[config.mk]
export PLATFORM = sky130hd
export DESIGN_NAME = timing_index_data_timing
export DESIGN_NICKNAME = d
export VERILOG_FILES = /design/src/inc/timing_index_data_pkg.sv /design/src/rtl/timing_index_data_timing.sv
export VERILOG_INCLUDE_DIRS = /design/src /design/src/inc
export SDC_FILE = /design/constraint.sdc
export NUM_CORES = 1
export LEC_CHECK = 0
export BUFFER_PORTS_ARGS = -buffer_cell sky130_fd_sc_hd__buf_2
export CORE_ASPECT_RATIO = 1.2
export CORE_UTILIZATION = 28
export DETAILED_ROUTE_END_ITERATION = 10
export HOLD_SLACK_MARGIN = 0.05
export PLACE_DENSITY = 0.42
export SLEW_MARGIN = 30
export SYNTH_ARGS = -nofsm -noshare
export SYNTH_HDL_FRONTEND = slang
export SYNTH_SLANG_ARGS = --single-unit
[constraint.sdc]
create_clock -name core_clk_i -period 1.81 [get_ports core_clk_i]
set_input_delay 0.2715 -clock core_clk_i [delete_from_list [all_inputs] [get_ports core_clk_i]]
set_output_delay 0.2715 -clock core_clk_i [all_outputs]
set_load 0.02 [all_outputs]
[src/inc/timing_index_data_timing_params.svh]
// Constants of the timing controller: register indices, field positions,
// reset values and masks. Assumes nothing beyond being included by name.
`ifndef TIMING_INDEX_DATA_TIMING_PARAMS_SVH
`define TIMING_INDEX_DATA_TIMING_PARAMS_SVH

// Register indices reached through the index byte
`define IDX_HTOTAL 6'h00
`define IDX_HDISPEND 6'h01
`define IDX_HBLKSTR 6'h02
`define IDX_HBLKEND 6'h03
`define IDX_HSYNCSTR 6'h04
`define IDX_HSYNCEND 6'h05
`define IDX_VTOTAL 6'h06
`define IDX_OVERFLOW 6'h07
`define IDX_ROWPRESET 6'h08
`define IDX_MAXSCAN 6'h09
`define IDX_CURSTART 6'h0A
`define IDX_CUREND 6'h0B
`define IDX_LAST 6'h0B
`define IDX_PROT_LAST 6'h07

// Reset values
`define REG_RESET 8'h00
`define HBLKEND_RESET 8'h80

// Writable and readable bit masks
`define MASK_FULL 8'hFF
`define MASK_LOW7 8'h7F
`define MASK_LOW6 8'h3F
`define MASK_TOP 8'h80
`define MASK_LINECOMP 8'h10

// Field positions
`define SKEW_LSB 5
`define HBE5_POS 7
`define OVF_VT8 0
`define OVF_VT9 5
`define MSL_DBL 7
`define CUR_OFF 5

// Positions in the extension registers
`define HEXT_HT8 0
`define HEXT_HBS8 1
`define HEXT_HSS8 2
`define HEXT_HBE6 6
`define VEXT_VT10 0
`define VEXT_VT11 1

`endif

[src/inc/timing_index_data_pkg.sv]
// Types shared by the timing controller and its bench.
// Assumes the constants header is compiled alongside.
package timing_index_data_pkg;

    // One host access on the index/data port
    typedef struct packed {
        logic wr;
        logic rd;
        logic [1:0] be;
        logic [15:0] wdata;
    } io_req_t;

    // Timing signals toward the display path
    typedef struct packed {
        logic disp_en;
        logic hblank;
        logic hsync;
        logic cursor;
    } timing_out_t;

    // Whole state of the controller
    typedef struct packed {
        logic [11:0][7:0] regs;
        logic [5:0] idx;
        logic [15:0] rdata;
        logic [8:0] hcnt;
        logic [11:0] vcnt;
        logic vhalf;
        logic dbl_half;
        logic [4:0] row;
        logic hde;
        logic hblank;
        logic hsync;
        logic cur;
        logic [2:0] de_sh;
        logic [2:0] hs_sh;
        logic [2:0] cur_sh;
        logic frame_p;
        logic row_p;
        timing_out_t out;
    } state_t;

endpackage

[src/rtl/timing_index_data_timing.sv]
// Timing controller: indexed timing registers, horizontal and vertical
// counters, display enable, blanking, sync, row scan and cursor rows.
// Assumes synchronous host strobes, extension bits and protect from outside.
//
// What this block does
// - 16-bit port: index in bits 5:0, selected register in upper data byte.
// - Unused indices ignore writes and read back as zero.
// - Horizontal total is nine bits: low byte here, bit 8 in extension.
// - Protect bit blocks writes to indices 0-7, except overflow line-compare bit.
// - Display enable drops when character counter equals display-end value.
// - Blanking ends when counter low six bits match the split blanking-end value.
// - Display-enable skew code delays display enable by 0 to 3 characters.
// - Top bit of blanking-end register ignores writes and reads as one.
// - Sync starts when counter equals nine-bit sync-start value.
// - Sync-delay code postpones horizontal sync by 0 to 3 characters.
// - Vertical total is twelve bits, in lines or line pairs.
// - Overflow register carries vertical total bits 8 and 9; bits 10 and 11 come from extension.
// - Row scan loads preset after retrace, clears at maximum row.
// - Maximum scan register holds row count and doubling.
// - Line doubling steps row scan and address reload every two lines.
// - Cursor-off bit set hides cursor, cleared shows it.
// - Cursor spans start row to end row; start above end shows none.
// - Cursor skew code delays cursor by 0 to 3 characters.
`include "timing_index_data_timing_params.svh"
`timescale 1ns/1ps
`default_nettype none

module timing_index_data_timing
    import timing_index_data_pkg::*;
(
    // Clock and reset
    input wire logic core_clk_i,
    input wire logic rst_n_i,
    // Index/data port
    input wire io_req_t io_req_i,
    output logic [15:0] io_rdata_o,
    // Joined from neighbouring logic
    input wire logic [7:0] horiz_ext_i,
    input wire logic [7:0] vert_ext_i,
    input wire logic timing_protect_i,
    input wire logic vert_count_by2_i,
    // Toward display path
    output timing_out_t timing_o,
    output logic [8:0] hcount_o,
    output logic [11:0] vcount_o,
    output logic [4:0] row_scan_o,
    output logic frame_start_o,
    output logic row_addr_load_o
);

    state_t s_reg;
    state_t s_next;

    // Writable bits per index; reserved bits keep their stored value
    function automatic logic [7:0] wr_mask(input logic [5:0] idx);
        unique case (idx)
            `IDX_HBLKEND: wr_mask = `MASK_LOW7;
            `IDX_ROWPRESET: wr_mask = `MASK_LOW7;
            `IDX_CURSTART: wr_mask = `MASK_LOW6;
            `IDX_CUREND: wr_mask = `MASK_LOW7;
            default: wr_mask = `MASK_FULL;
        endcase
    endfunction

    // Field views of the register file
    logic [8:0] htotal;
    logic [8:0] hdispend;
    logic [8:0] hblkstr;
    logic [6:0] hblkend;
    logic [8:0] hsyncstr;
    logic [4:0] hsyncend;
    logic [11:0] vtotal;
    logic [4:0] preset;
    logic [4:0] maxscan;
    logic dbl;
    logic [4:0] cur_start;
    logic [4:0] cur_end;
    logic cur_off;
    logic [1:0] de_skew;
    logic [1:0] hs_del;
    logic [1:0] cur_skew;
    logic [5:0] idx;

    // High bits gathered from overflow, sync-end and extension registers
    assign idx = s_reg.idx;
    assign htotal = {horiz_ext_i[`HEXT_HT8], s_reg.regs[`IDX_HTOTAL]};
    assign hdispend = {1'b0, s_reg.regs[`IDX_HDISPEND]};
    assign hblkstr = {horiz_ext_i[`HEXT_HBS8], s_reg.regs[`IDX_HBLKSTR]};
    assign hblkend = {horiz_ext_i[`HEXT_HBE6], s_reg.regs[`IDX_HSYNCEND][`HBE5_POS],
                      s_reg.regs[`IDX_HBLKEND][4:0]};
    assign hsyncstr = {horiz_ext_i[`HEXT_HSS8], s_reg.regs[`IDX_HSYNCSTR]};
    assign hsyncend = s_reg.regs[`IDX_HSYNCEND][4:0];
    assign vtotal = {vert_ext_i[`VEXT_VT11], vert_ext_i[`VEXT_VT10],
                     s_reg.regs[`IDX_OVERFLOW][`OVF_VT9],
                     s_reg.regs[`IDX_OVERFLOW][`OVF_VT8],
                     s_reg.regs[`IDX_VTOTAL]};
    assign preset = s_reg.regs[`IDX_ROWPRESET][4:0];
    assign maxscan = s_reg.regs[`IDX_MAXSCAN][4:0];
    assign dbl = s_reg.regs[`IDX_MAXSCAN][`MSL_DBL];
    assign cur_start = s_reg.regs[`IDX_CURSTART][4:0];
    assign cur_end = s_reg.regs[`IDX_CUREND][4:0];
    assign cur_off = s_reg.regs[`IDX_CURSTART][`CUR_OFF];
    assign de_skew = s_reg.regs[`IDX_HBLKEND][`SKEW_LSB +: 2];
    assign hs_del = s_reg.regs[`IDX_HSYNCEND][`SKEW_LSB +: 2];
    assign cur_skew = s_reg.regs[`IDX_CUREND][`SKEW_LSB +: 2];

    // Next-state logic for registers, counters and timing
    always_comb begin
        logic [7:0] m;
        logic [7:0] rd_byte;
        logic line_end;
        logic vstep;
        logic frame_end;
        logic row_step;
        m = 8'h00;
        rd_byte = 8'h00;
        line_end = 1'b0;
        vstep = 1'b0;
        frame_end = 1'b0;
        row_step = 1'b0;
        s_next = s_reg;
        s_next.frame_p = 1'b0;
        s_next.row_p = 1'b0;

        // Data byte uses the index held before this access
        if (io_req_i.wr && io_req_i.be[1] && idx <= `IDX_LAST) begin
            m = wr_mask(idx);
            if (timing_protect_i && idx <= `IDX_PROT_LAST) begin
                m = (idx == `IDX_OVERFLOW) ? `MASK_LINECOMP : 8'h00;
            end
            s_next.regs[idx[3:0]] = (s_reg.regs[idx[3:0]] & ~m) | (io_req_i.wdata[15:8] & m);
        end
        if (io_req_i.wr && io_req_i.be[0]) begin
            s_next.idx = io_req_i.wdata[5:0];
        end

        // Read answer one edge after the strobe
        if (io_req_i.rd) begin
            if (idx <= `IDX_LAST) begin
                rd_byte = s_reg.regs[idx[3:0]] & wr_mask(idx);
                if (idx == `IDX_HBLKEND) begin
                    rd_byte = rd_byte | `MASK_TOP;
                end
            end
            s_next.rdata = {rd_byte, 2'b00, idx};
        end

        // Character counter and line stepping
        line_end = (s_reg.hcnt == htotal);
        s_next.hcnt = line_end ? 9'h000 : s_reg.hcnt + 9'h001;
        if (line_end) begin
            s_next.vhalf = vert_count_by2_i ? ~s_reg.vhalf : 1'b0;
            vstep = !vert_count_by2_i || s_reg.vhalf;
        end
        if (vstep) begin
            frame_end = (s_reg.vcnt == vtotal);
            s_next.vcnt = frame_end ? 12'h000 : s_reg.vcnt + 12'h001;
        end

        // Row scan: preset at frame start, otherwise step per line or pair
        if (frame_end) begin
            s_next.row = preset;
            s_next.dbl_half = 1'b0;
            s_next.frame_p = 1'b1;
        end else if (line_end) begin
            s_next.dbl_half = dbl ? ~s_reg.dbl_half : 1'b0;
            row_step = !dbl || s_reg.dbl_half;
        end
        if (row_step) begin
            if (s_reg.row == maxscan) begin
                s_next.row = 5'h00;
                s_next.row_p = 1'b1;
            end else begin
                s_next.row = s_reg.row + 5'h01;
            end
        end

        // Horizontal display enable: on at zero, off at display end
        if (line_end) begin
            s_next.hde = 1'b1;
        end else if (s_reg.hcnt == hdispend) begin
            s_next.hde = 1'b0;
        end

        // Blanking: start at full compare, end on six-bit match
        if (s_reg.hcnt == hblkstr) begin
            s_next.hblank = 1'b1;
        end else if (s_reg.hblank && s_reg.hcnt[5:0] == hblkend[5:0]) begin
            s_next.hblank = 1'b0;
        end

        // Sync: start at full compare, end on five-bit match
        if (s_reg.hcnt == hsyncstr) begin
            s_next.hsync = 1'b1;
        end else if (s_reg.hsync && s_reg.hcnt[4:0] == hsyncend) begin
            s_next.hsync = 1'b0;
        end

        // Cursor row window; empty when start lies past end
        s_next.cur = !cur_off && (cur_start <= cur_end) &&
                     (s_reg.row >= cur_start) && (s_reg.row <= cur_end);

        // Skew taps: tap n is the source delayed n more characters
        s_next.de_sh = {s_reg.de_sh[1:0], s_reg.hde};
        s_next.hs_sh = {s_reg.hs_sh[1:0], s_reg.hsync};
        s_next.cur_sh = {s_reg.cur_sh[1:0], s_reg.cur};
        s_next.out.disp_en = (de_skew == 2'b00) ? s_reg.hde : s_reg.de_sh[de_skew - 2'd1];
        s_next.out.hsync = (hs_del == 2'b00) ? s_reg.hsync : s_reg.hs_sh[hs_del - 2'd1];
        s_next.out.cursor = (cur_skew == 2'b00) ? s_reg.cur
                                                : s_reg.cur_sh[cur_skew - 2'd1];
        s_next.out.hblank = s_reg.hblank;
    end

    // Reset image of the state
    function automatic state_t reset_state();
        state_t r;
        r = '0;
        r.regs[`IDX_HBLKEND] = `HBLKEND_RESET;
        return r;
    endfunction

    // Single state register
    always_ff @(posedge core_clk_i or negedge rst_n_i) begin
        if (!rst_n_i) begin
            s_reg <= reset_state();
        end else begin
            s_reg <= s_next;
        end
    end

    // Outputs straight from the state register
    assign io_rdata_o = s_reg.rdata;
    assign timing_o = s_reg.out;
    assign hcount_o = s_reg.hcnt;
    assign vcount_o = s_reg.vcnt;
    assign row_scan_o = s_reg.row;
    assign frame_start_o = s_reg.frame_p;
    assign row_addr_load_o = s_reg.row_p;

    logic wr_data;
    assign wr_data = io_req_i.wr && io_req_i.be[1];
endmodule

`default_nettype wire

## Yosys cells after proc, flatten, opt, wreduce, memory -nomap -nowiden

Index checks and enable logic that the tools add are counted.

| operators by class | value |
|---|---|
| magnitude comparators | 10 |
| bitwise logic cells | 7 |
| equal/unequal tests | 13 |
| multiplexer cells | 44 |
| reductions and logical operators | 24 |
| $add $sub $neg | 6 |

Operators with widths:

| operator | count |
|---|---|
| 96-bit bitwise mux | 1 |
| 8-bit two-way mux | 8 |
| 8-bit binary-select mux with 4-bit select | 1 |
| 8-bit demux with 4-bit select | 1 |
| 9-bit equality test | 3 |
| 8-bit bitwise AND | 3 |
| 1-bit two-way mux | 23 |
| 5-bit two-way mux | 4 |
| 6-bit by 4-bit equality test with 1-bit output, second input constant | 3 |
| 8-bit one-hot mux with 2 select lines | 1 |
| 12-bit by 1-bit adder with 12-bit output, second input constant | 1 |
| 12-bit equality test | 1 |
| 12-bit two-way mux | 1 |
| 5-bit equality test | 2 |
| 5-bit <= comparator | 2 |
| 1-bit logical AND | 10 |
| 2-bit nonzero test | 5 |
| 9-bit by 1-bit adder with 9-bit output, second input constant | 1 |
| 9-bit by 8-bit equality test with 1-bit output | 1 |
| 2-bit by 3-bit less-than comparator with 1-bit output, second input constant | 3 |
| 9-bit two-way mux | 1 |
| 8-bit inverter | 1 |
| 8-bit OR | 1 |
| 1-bit binary-select mux with 2-bit select | 3 |
| other kinds (15) | 23 |

| storage, ports and cells | value |
|---|---|
| output and inout port bits | 48 |
| register bits | 163 |
| word-level logic and storage cells | 136 |

## Logic depth before layout (Yosys ltp)

Gate-level depths: netlist of run 1.

| depth | value |
|---|---|
| depth in word-level cells | 9 |
| gate-level depth with buffers | 8 |

## Worst setup path before layout of run 1

Ideal clock, no wire load.

| timing path | value |
|---|---|
| path kind | register to register |
| start | register s_reg, in the netlist idx[0] |
| end | register s_reg[132] (netlist bit) |
| arrival | 1.764 ns |
| path buffers | 2 |
| setup time | 0.125 ns |
| clock period less this slack | 1.889 ns |
| cell stages (with the launch flop) | 7 |
| required time | 1.685 ns |
| setup slack | -0.079 ns |
| cells stage by stage | dfrtp_1 buf_4 buf_6 mux4_2 a211oi_1 nor2_1 mux2_2 |

| between the ends | value |
|---|---|
| word-level cells in the longest chain between the ends | 9 |

RTL lines:

| what | line | RTL |
|---|---|---|
| start: declaration | timing_index_data_timing.sv:51 | `state_t s_reg;` |
| start signal: assignment | timing_index_data_timing.sv:225 | `s_reg <= reset_state();` |
| start signal: assignment | timing_index_data_timing.sv:227 | `s_reg <= s_next;` |
| 6-bit by 2-bit equality test with 1-bit output or 6-bit by 4-bit equality test with 1-bit output (tied branches) | timing_index_data_timing.sv:56 | `unique case (idx)` |
| 3-bit OR reduction (no line) | -- |  |
| 8-bit one-hot mux with 2 select lines | timing_index_data_timing.sv:56 |  |
| 8-bit two-way mux | timing_index_data_timing.sv:128 | `` if (timing_protect_i && idx <= `IDX_PROT_LAST) begin `` |
| 8-bit two-way mux | timing_index_data_timing.sv:126 | `` if (io_req_i.wr && io_req_i.be[1] && idx <= `IDX_LAST) begin `` |
| 8-bit inverter | timing_index_data_timing.sv:131 | `s_next.regs[idx[3:0]] = (s_reg.regs[idx[3:0]] & ~m) \| (io_req_i.wdata[15:8] & m);` |
| 8-bit bitwise AND | timing_index_data_timing.sv:131 |  |
| 8-bit OR | timing_index_data_timing.sv:131 |  |
| 96-bit bitwise mux | timing_index_data_timing.sv:131 |  |

Parallel ways exist; a longest one is shown, timed or not. The select of a mux whose other input is x is not followed.
A chain may end at the register's enable or synchronous reset.

## Final worst setup path of run 1

| timing path | value |
|---|---|
| start | register s_reg, in the netlist idx[0] |
| end | register s_reg, in the netlist io_rdata_o[8] |

| between the ends | value |
|---|---|
| word-level cells in the longest chain between the ends | 5 |

RTL lines:

| what | line | RTL |
|---|---|---|
| 8-bit binary-select mux with 4-bit select | timing_index_data_timing.sv:140 | `rd_byte = s_reg.regs[idx[3:0]] & wr_mask(idx);` |
| 8-bit two-way mux (not written as such) | timing_index_data_timing.sv:140 |  |
| 8-bit bitwise AND | timing_index_data_timing.sv:140 |  |
| 8-bit two-way mux | timing_index_data_timing.sv:141 | `` if (idx == `IDX_HBLKEND) begin `` |
| 8-bit two-way mux * | timing_index_data_timing.sv:139 | `` if (idx <= `IDX_LAST) begin `` |

Every way passes the cells marked *; elsewhere a longest branch is shown, timed or not. The select of a mux whose other input is x is not followed.

==> results by group, run 1 <==
Worst setup path
  • Crit Path Class: reg -> reg
  • CP Data Required Time: 2.14 ns
  • Crit path max fanout: 13
  • Crit start category: flip-flop
  • Reg2reg start: idx[0]
  • FF-to-FF End: io_rdata_o[8]
  • R2R cell count: 7
  • Critical Path End: io_rdata_o[8]
  • Worst Path Arrival: about 2.3 ns
  • Nature of the critical path endpoint: flip-flop
  • Setup crit start: idx[0]
  • R2r setup slk: -0.19 ns

Clocking
  • TritonCTS clock tree: yes
  • Clk sinks: 163
  • Root Driver: clkbuf_16
  • CTS buffer count: 17
  • Clock-pin slew on the worst setup and hold paths: about 0.070 ns
  • H-tree Lvls: 4
  • Clock Path Buffers: 2
  • Clk_lat worst skew: around 0.44 ns

Detailed routing
  • Vias: 6407
  • Vias per inst: 4.60
  • DR WL/cell: 17.9 um
  • Final wirelength: ~25000 um
  • DRT iter0 DRCs: 304
  • DRC Markers: 0
  • Post-DRT Antenna Nets: 0
  • Drt first pass iters: 4

Timing
  • RSZ-0062 raised after global routing: yes
  • Fmax: 500 MHz
  • Period utilization: 1.11
  • Worst Skew: approximately 0.016 ns
  • Setup ws final: -0.192 ns
  • Final hold vios: 0
  • Final Max Tran Viols: 0
  • Final setup fails: 79
  • Hold_ws: 0.0749 ns
  • Fin crit period: about 2.0 ns

Status
  • Failing checks: negative setup slack
  • Outcome: complete, but fails checks

Floorplanning
  • Total die area: 31600 um^2
  • Die Y: 194 um
  • CORE AREA: 30400 um^2
  • Initial Utilization: 0.284
  • Row cnt: 70
  • Die Width: 162 um
  • IO Pins: 88

Global route
  • Largest net degree at the start of global routing: 69
  • Number of global-route vias before repair: 6652
  • Tot GR Track Use: 0.167
  • First-pass GRT wire length: 39400 um
  • Initial antenna violation count: 0
  • GR Overflow Total: 0

Logic synthesis
  • Synth top area share: 0.469
  • Top cells by area, synth: dfrtp_1 47%, mux4_2 6.3%, o21ai_0 5.7%
  • Area leader, netlist: dfrtp_1
  • Post-synthesis sequential area ratio: 0.472
  • Gate Count Post-Synth: 832
  • Ys flop type: dfrtp_1
  • Mapped Area: 8640 um^2
  • Yosys cell types: 57
  • Avg Inst Size Synth: roughly 10 um^2
  • Synth cell count leaders: 162 x dfrtp_1, 117 x nand2_1, 98 x o21ai_0
  • Syn. warnings: 0
  • Count leader, synth: dfrtp_1
  • #FFs+latches synth: 163
  • Fraction of registers with async set/reset: 1.00
  • Number of synthesized flops with an enable pin: 0

Placed design
  • Detailed Place HPWL: 18600 um
  • Dpl cell area: between 10000 and 15000 um^2
  • Port Buf Inserts: 72
  • GPL Wtd Cong: 0.808

Run
  • MaxCap Viol Count: 0

Layout
  • Layout Utilization: 0.373
  • NumNets Final: between 1000 and 1500
  • Post-route cell area: 11300 um^2
  • Share of cells above drive strength 1: 0.380
  • Antenna diodes: 0
  • Area delta synth->final: 31.3%
  • Largest register FFs: 30

Power and ir drop
  • Max VDD drop: 482 uV
  • Tot Pwr: roughly 15 mW
  • Power Density: 1290 nW/um^2
  • Leak Pwr: 5.16 nW

Hold path
  • Hold Path Class: in -> reg
==> power breakdown <==
part / switching (mW) / internal, mW
clock network: 1.71 / 2.10
logic: 2.96 / 2.65
registers: 0.680 / 4.51
==> final cells by class <==
type                       count  area (um^2)
clock buffer                  17          425
clock inverter                15          186
fill                        3034        19000
inverter                      21         86.3
multi-input combinational    559         4310
sequential                   163         4080
tap                          396          495
timing repair buffer         221         1760
==> metrics by stage <==
stage,instances,setup slack [ns],setup TNS (ns)
final,1392,-0.192,-8.93
after global routing,1392,-0.278,-16.27
after CTS,1384,-0.201,-10.60
after detailed placement,1345,-0.220,-11.02
after global placement,1345,-0.204,-9.73
after floorplan,833,-0.0301,-0.104
==> cell usage in the layout (no fill, tap or decap), drive strengths merged, types with 12 or more instances in the layout <==
cell,instances
nand4,13
nand2,117
nor2,47
buf,218
xor2,24
dfrtp,162
xnor2,49
mux4,24
clkbuf,18
nor2b,12
nand3,22
o21ai,102
inv,30
ha,21
a21oi,17
mux2,19
==> per-layer routing <==
layer | vias to the layer above | GRT usage | routed length [um]
met5 | - | 0 | 0
met4 | 0 | 0.0636 | 597
met3 | 26 | 0.0286 | 705
met2 | 81 | 0.282 | 12700
met1 | 3160 | 0.210 | 10900
li1 | 3140 | - | -
==> worst max-delay path, stage by stage (launching register included) <==
cell and delay [ns]:
dfrtp_2 0.41, buf_12 0.17, mux4_2 0.56, a22oi_2 0.21, nand2_2 0.09, buf_4 0.14, buf_4 0.12, a22o_1 0.16
==> cells by family after synthesis <==
kind of cell             Yosys count  share of synthesized area
AND/OR/NAND/NOR                  248                      0.137
XOR/XNOR                          73                     0.0749
other                              1                   0.000434
adder cells (fa/ha/maj)           21                     0.0304
flip-flops                       163                      0.472
buffers and inverters            111                     0.0764
AO/OA/AOI/OAI                    165                      0.113
multiplexers                      50                     0.0954
==> what timing repair did <==
action                     in CTS  in global routing
pin swaps                      19                 18
gates resized for setup        83                 88
setup buffers                   3                 10
setup endpoints to repair      84                 99
hold endpoints to repair      150                  0
hold buffers                    2                  0
gates cloned                    2                  1
==> worst min-delay path by stage <==
| stage | start | end | slack (ns) | depth (start not counted) |
|---|---|---|---|---|
| floorplan | rst_n_i | cur_end[0] | -0.02 | 0 |
| detailed placement | rst_n_i | de_skew[0] | 0.14 | 1 |
| global placement | rst_n_i | hblkstr[1] | 0.14 | 1 |
| global route | io_req_i[1] | idx[1] | 0.06 | 2 |
| finish | io_req_i[1] | idx[1] | 0.07 | 2 |
| CTS | io_req_i[5] | idx[5] | 0.06 | 2 |
Power figures use the tool's default switching activity.
==> run 2: changes to the inputs <==
- BUFFER_PORTS_ARGS: -buffer_cell sky130_fd_sc_hd__buf_2 -> -buffer_cell sky130_fd_sc_hd__clkbuf_2
==> run 2 against run 1 <==
  * The flow still finishes with violations (negative setup slack)
  * Die area stayed put
  * Combinational power is 2% higher
  * First-iteration DRC count is 27% lower
  * Largest cell class unchanged
  * Highest routed layer unchanged
==> results by group, run 2 (same netlist as run 1, synthesis figures left out) <==
Global route
  • Tot GR Track Use: 0.167 (+0.000854)
  • First-pass GRT wire length: 39300 um (-0.37%)
  • Initial antenna violation count: 0 (unchanged)
  • GR Overflow Total: 0 (unchanged)
  • Number of global-route vias before repair: 6568 (-1.3%)
  • Largest net degree at the start of global routing: 53 (-23%)

Detailed routing
  • Vias per inst: 4.59 (-0.22%)
  • DRT iter0 DRCs: 222 (-27%)
  • Post-DRT Antenna Nets: 0 (unchanged)
  • Final wirelength: 25300 um (+1.5%)
  • DRC Markers: 0 (unchanged)
  • Vias: 6425 (+0.28%)
  • Drt first pass iters: 4 (unchanged)
  • DR WL/cell: 18.1 um (+0.98%)

Timing
  • Actual slew at the worst max-slew pin: 0.512 ns
  • Fin crit period: 1.99 ns (-0.00767 ns)
  • Final Max Tran Viols: 0 (unchanged)
  • Worst relative slew slack: 0.658
  • Final setup fails: 78 (-1.3%)
  • Period utilization: 1.10 (-0.00423)
  • RSZ-0062 raised after global routing: yes
  • Worst Skew: 0.0217 ns (+0.00600 ns)
  • Final hold vios: 0 (unchanged)
  • Fmax: 502 MHz (+0.38%)
  • Setup ws final: -0.184 ns (+0.00767 ns)

Clocking
  • CTS buffer count: 17 (unchanged)
  • TritonCTS clock tree: yes
  • Root Driver: clkbuf_16
  • Clk_lat worst skew: 0.45 ns (about the same)
  • Clk sinks: 163 (unchanged)
  • Clock-pin slew on the worst setup and hold paths: 0.07 ns (about the same)
  • H-tree Lvls: 4 (unchanged)
  • Clock Path Buffers: 2 (unchanged)

Layout
  • NumNets Final: 1051 (+0.67%)
  • Commonest non-fill, non-tap cells in the layout: 161 x dfrtp_1, 126 x buf_4, 110 x nand2_1
  • Largest register FFs: 30 (unchanged)
  • Multi-input logic area: 4240 um^2 (-1.6%)
  • Antenna diodes: 0 (unchanged)
  • Fill cell count: 3041 (+0.23%)
  • Seq. cell area: 4080 um^2 (about the same)
  • Area delta synth->final: 31.0%
  • Share of cells above drive strength 1: 0.377 (-0.00265)
  • Commonest non-fill, non-tap cell in the layout: dfrtp_1

Worst setup path
  • Crit start category: flip-flop
  • CP bufs+invs: 2 (-1)
  • CP Data Required Time: 2.13 ns (about the same)
  • Crit Path Class: reg -> reg
  • Worst path slowest cell: mux4_2
  • Nature of the critical path endpoint: flip-flop
  • CP delay by family, top: multiplexers
  • Crit path max fanout: 12 (-1)
  • Biggest cell delay along the critical path: 0.55 ns (about the same)
  • Worst Path Arrival: 2.31 ns (-0.02 ns)
  • CP Cell Sequence: buf_12 -> mux4_2 -> mux2i_1 -> o21ai_1 -> mux2i_2 -> buf_4 -> o21ai_0

Placed design
  • GPL Wtd Cong: 0.781 (-3.3%)
  • Port Buf Inserts: 72 (unchanged)
  • Setup slack at placement: -0.215 ns (+0.00457 ns)
  • Detailed Place HPWL: 19000 um (+2.2%)

Power and ir drop
  • Power Density: 1300 nW/um^2 (+0.79%)
  • Switching power: 5.44 mW (+1.8%)
  • Max VDD drop: 585 uV (+21%)
  • Switching share of power: 0.371 (+0.00457)
  • Clock share of power: 0.256 (-0.005)
  • Leak Pwr: 5.17 nW (+0.15%)
  • Internal power: 9.25 mW (-0.18%)
  • Tot Pwr: 14.7 mW (+0.54%)
  • Sequential share of power: 0.354 (about the same)
  • Comb power frac: 0.390 (+0.006)

Status
  • Outcome: complete, but fails checks
  • Failing checks: negative setup slack

Floorplanning
  • Row cnt: 70 (unchanged)
  • CORE AREA: 30400 um^2 (unchanged)
  • IO Pins: 88 (unchanged)
  • Die Y: 194 um (unchanged)
  • Total die area: 31600 um^2 (unchanged)
  • Initial Utilization: 0.284 (unchanged)
  • Die Width: 162 um (unchanged)

Run
  • MaxCap Viol Count: 0 (unchanged)

Hold path
  • Hold Path Class: in -> reg
run 2: final cells by class:
class	count	share of cell area
timing repair buffer	228	0.160
tap	396	0.0438
clock buffer	17	0.0376
multi-input combinational	559	0.375
clock inverter	15	0.0160
inverter	21	0.00718
sequential	163	0.360
run 2: worst paths after layout:
kind / from / slack [ns] / end / depth (start not counted)
worst max-delay path: idx[0] / -0.18 / hblkstr[4] / 7
worst min-delay path: io_req_i[4] / 0.07 / idx[4] / 2
worst max register to register: idx[0] / -0.18 / hblkstr[4] / 7
worst min register to register: s_next[10] / 0.38 / s_next[11] / 0
max in group asynchronous: rst_n_i / 0.99 / s_reg[146] / 3
min in group asynchronous: rst_n_i / 0.25 / hsyncstr[2] / 2
run 2: repair_timing:
item | 4_1_cts | 5_1_grt
endpoints found under the hold margin | 162 | 0
endpoints found under the setup margin | 91 | 107
cloned | 4 | 0
gates resized for setup | 51 | 77
buffers inserted | 1 | 7
pin swaps | 16 | 24
hold buffers | 1 | 0
run 2: stage by stage:
step / hold WS [ns] / TNS, ns / utilization / std cells / area, um^2
floorplan: -0.0241 / -0.104 / - / 833 / 8670
global placement: 0.153 / -10.42 / 0.336 / 1354 / 10200
detailed placement: 0.145 / -11.70 / 0.336 / 1354 / 10200
CTS: 0.0524 / -9.95 / 0.363 / 1392 / 11000
global route: 0.0616 / -15.38 / 0.373 / 1399 / 11300
finish: 0.0713 / -9.09 / 0.373 / 1399 / 11300
run 2: power groups by stage:
stage	clock network [mW]	logic, mW	registers (mW)
after floorplan	0	3.60	5.09
after global placement	0	5.34	5.27
after detailed placement	0	5.39	5.26
after CTS	3.86	5.54	5.21
after global routing	4.01	6.27	5.31
final	3.76	5.73	5.20
run 2: metal layers:
| metal | global-route usage | vias to the layer above | part of all wire |
|---|---|---|---|
| li1 | - | 3157 | - |
| met1 | 0.208 | 3165 | 0.44 |
| met2 | 0.292 | 74 | 0.52 |
| met3 | 0.0245 | 29 | 0.019 |
| met4 | 0.0604 | 0 | 0.024 |
| met5 | 0 | - | 0 |
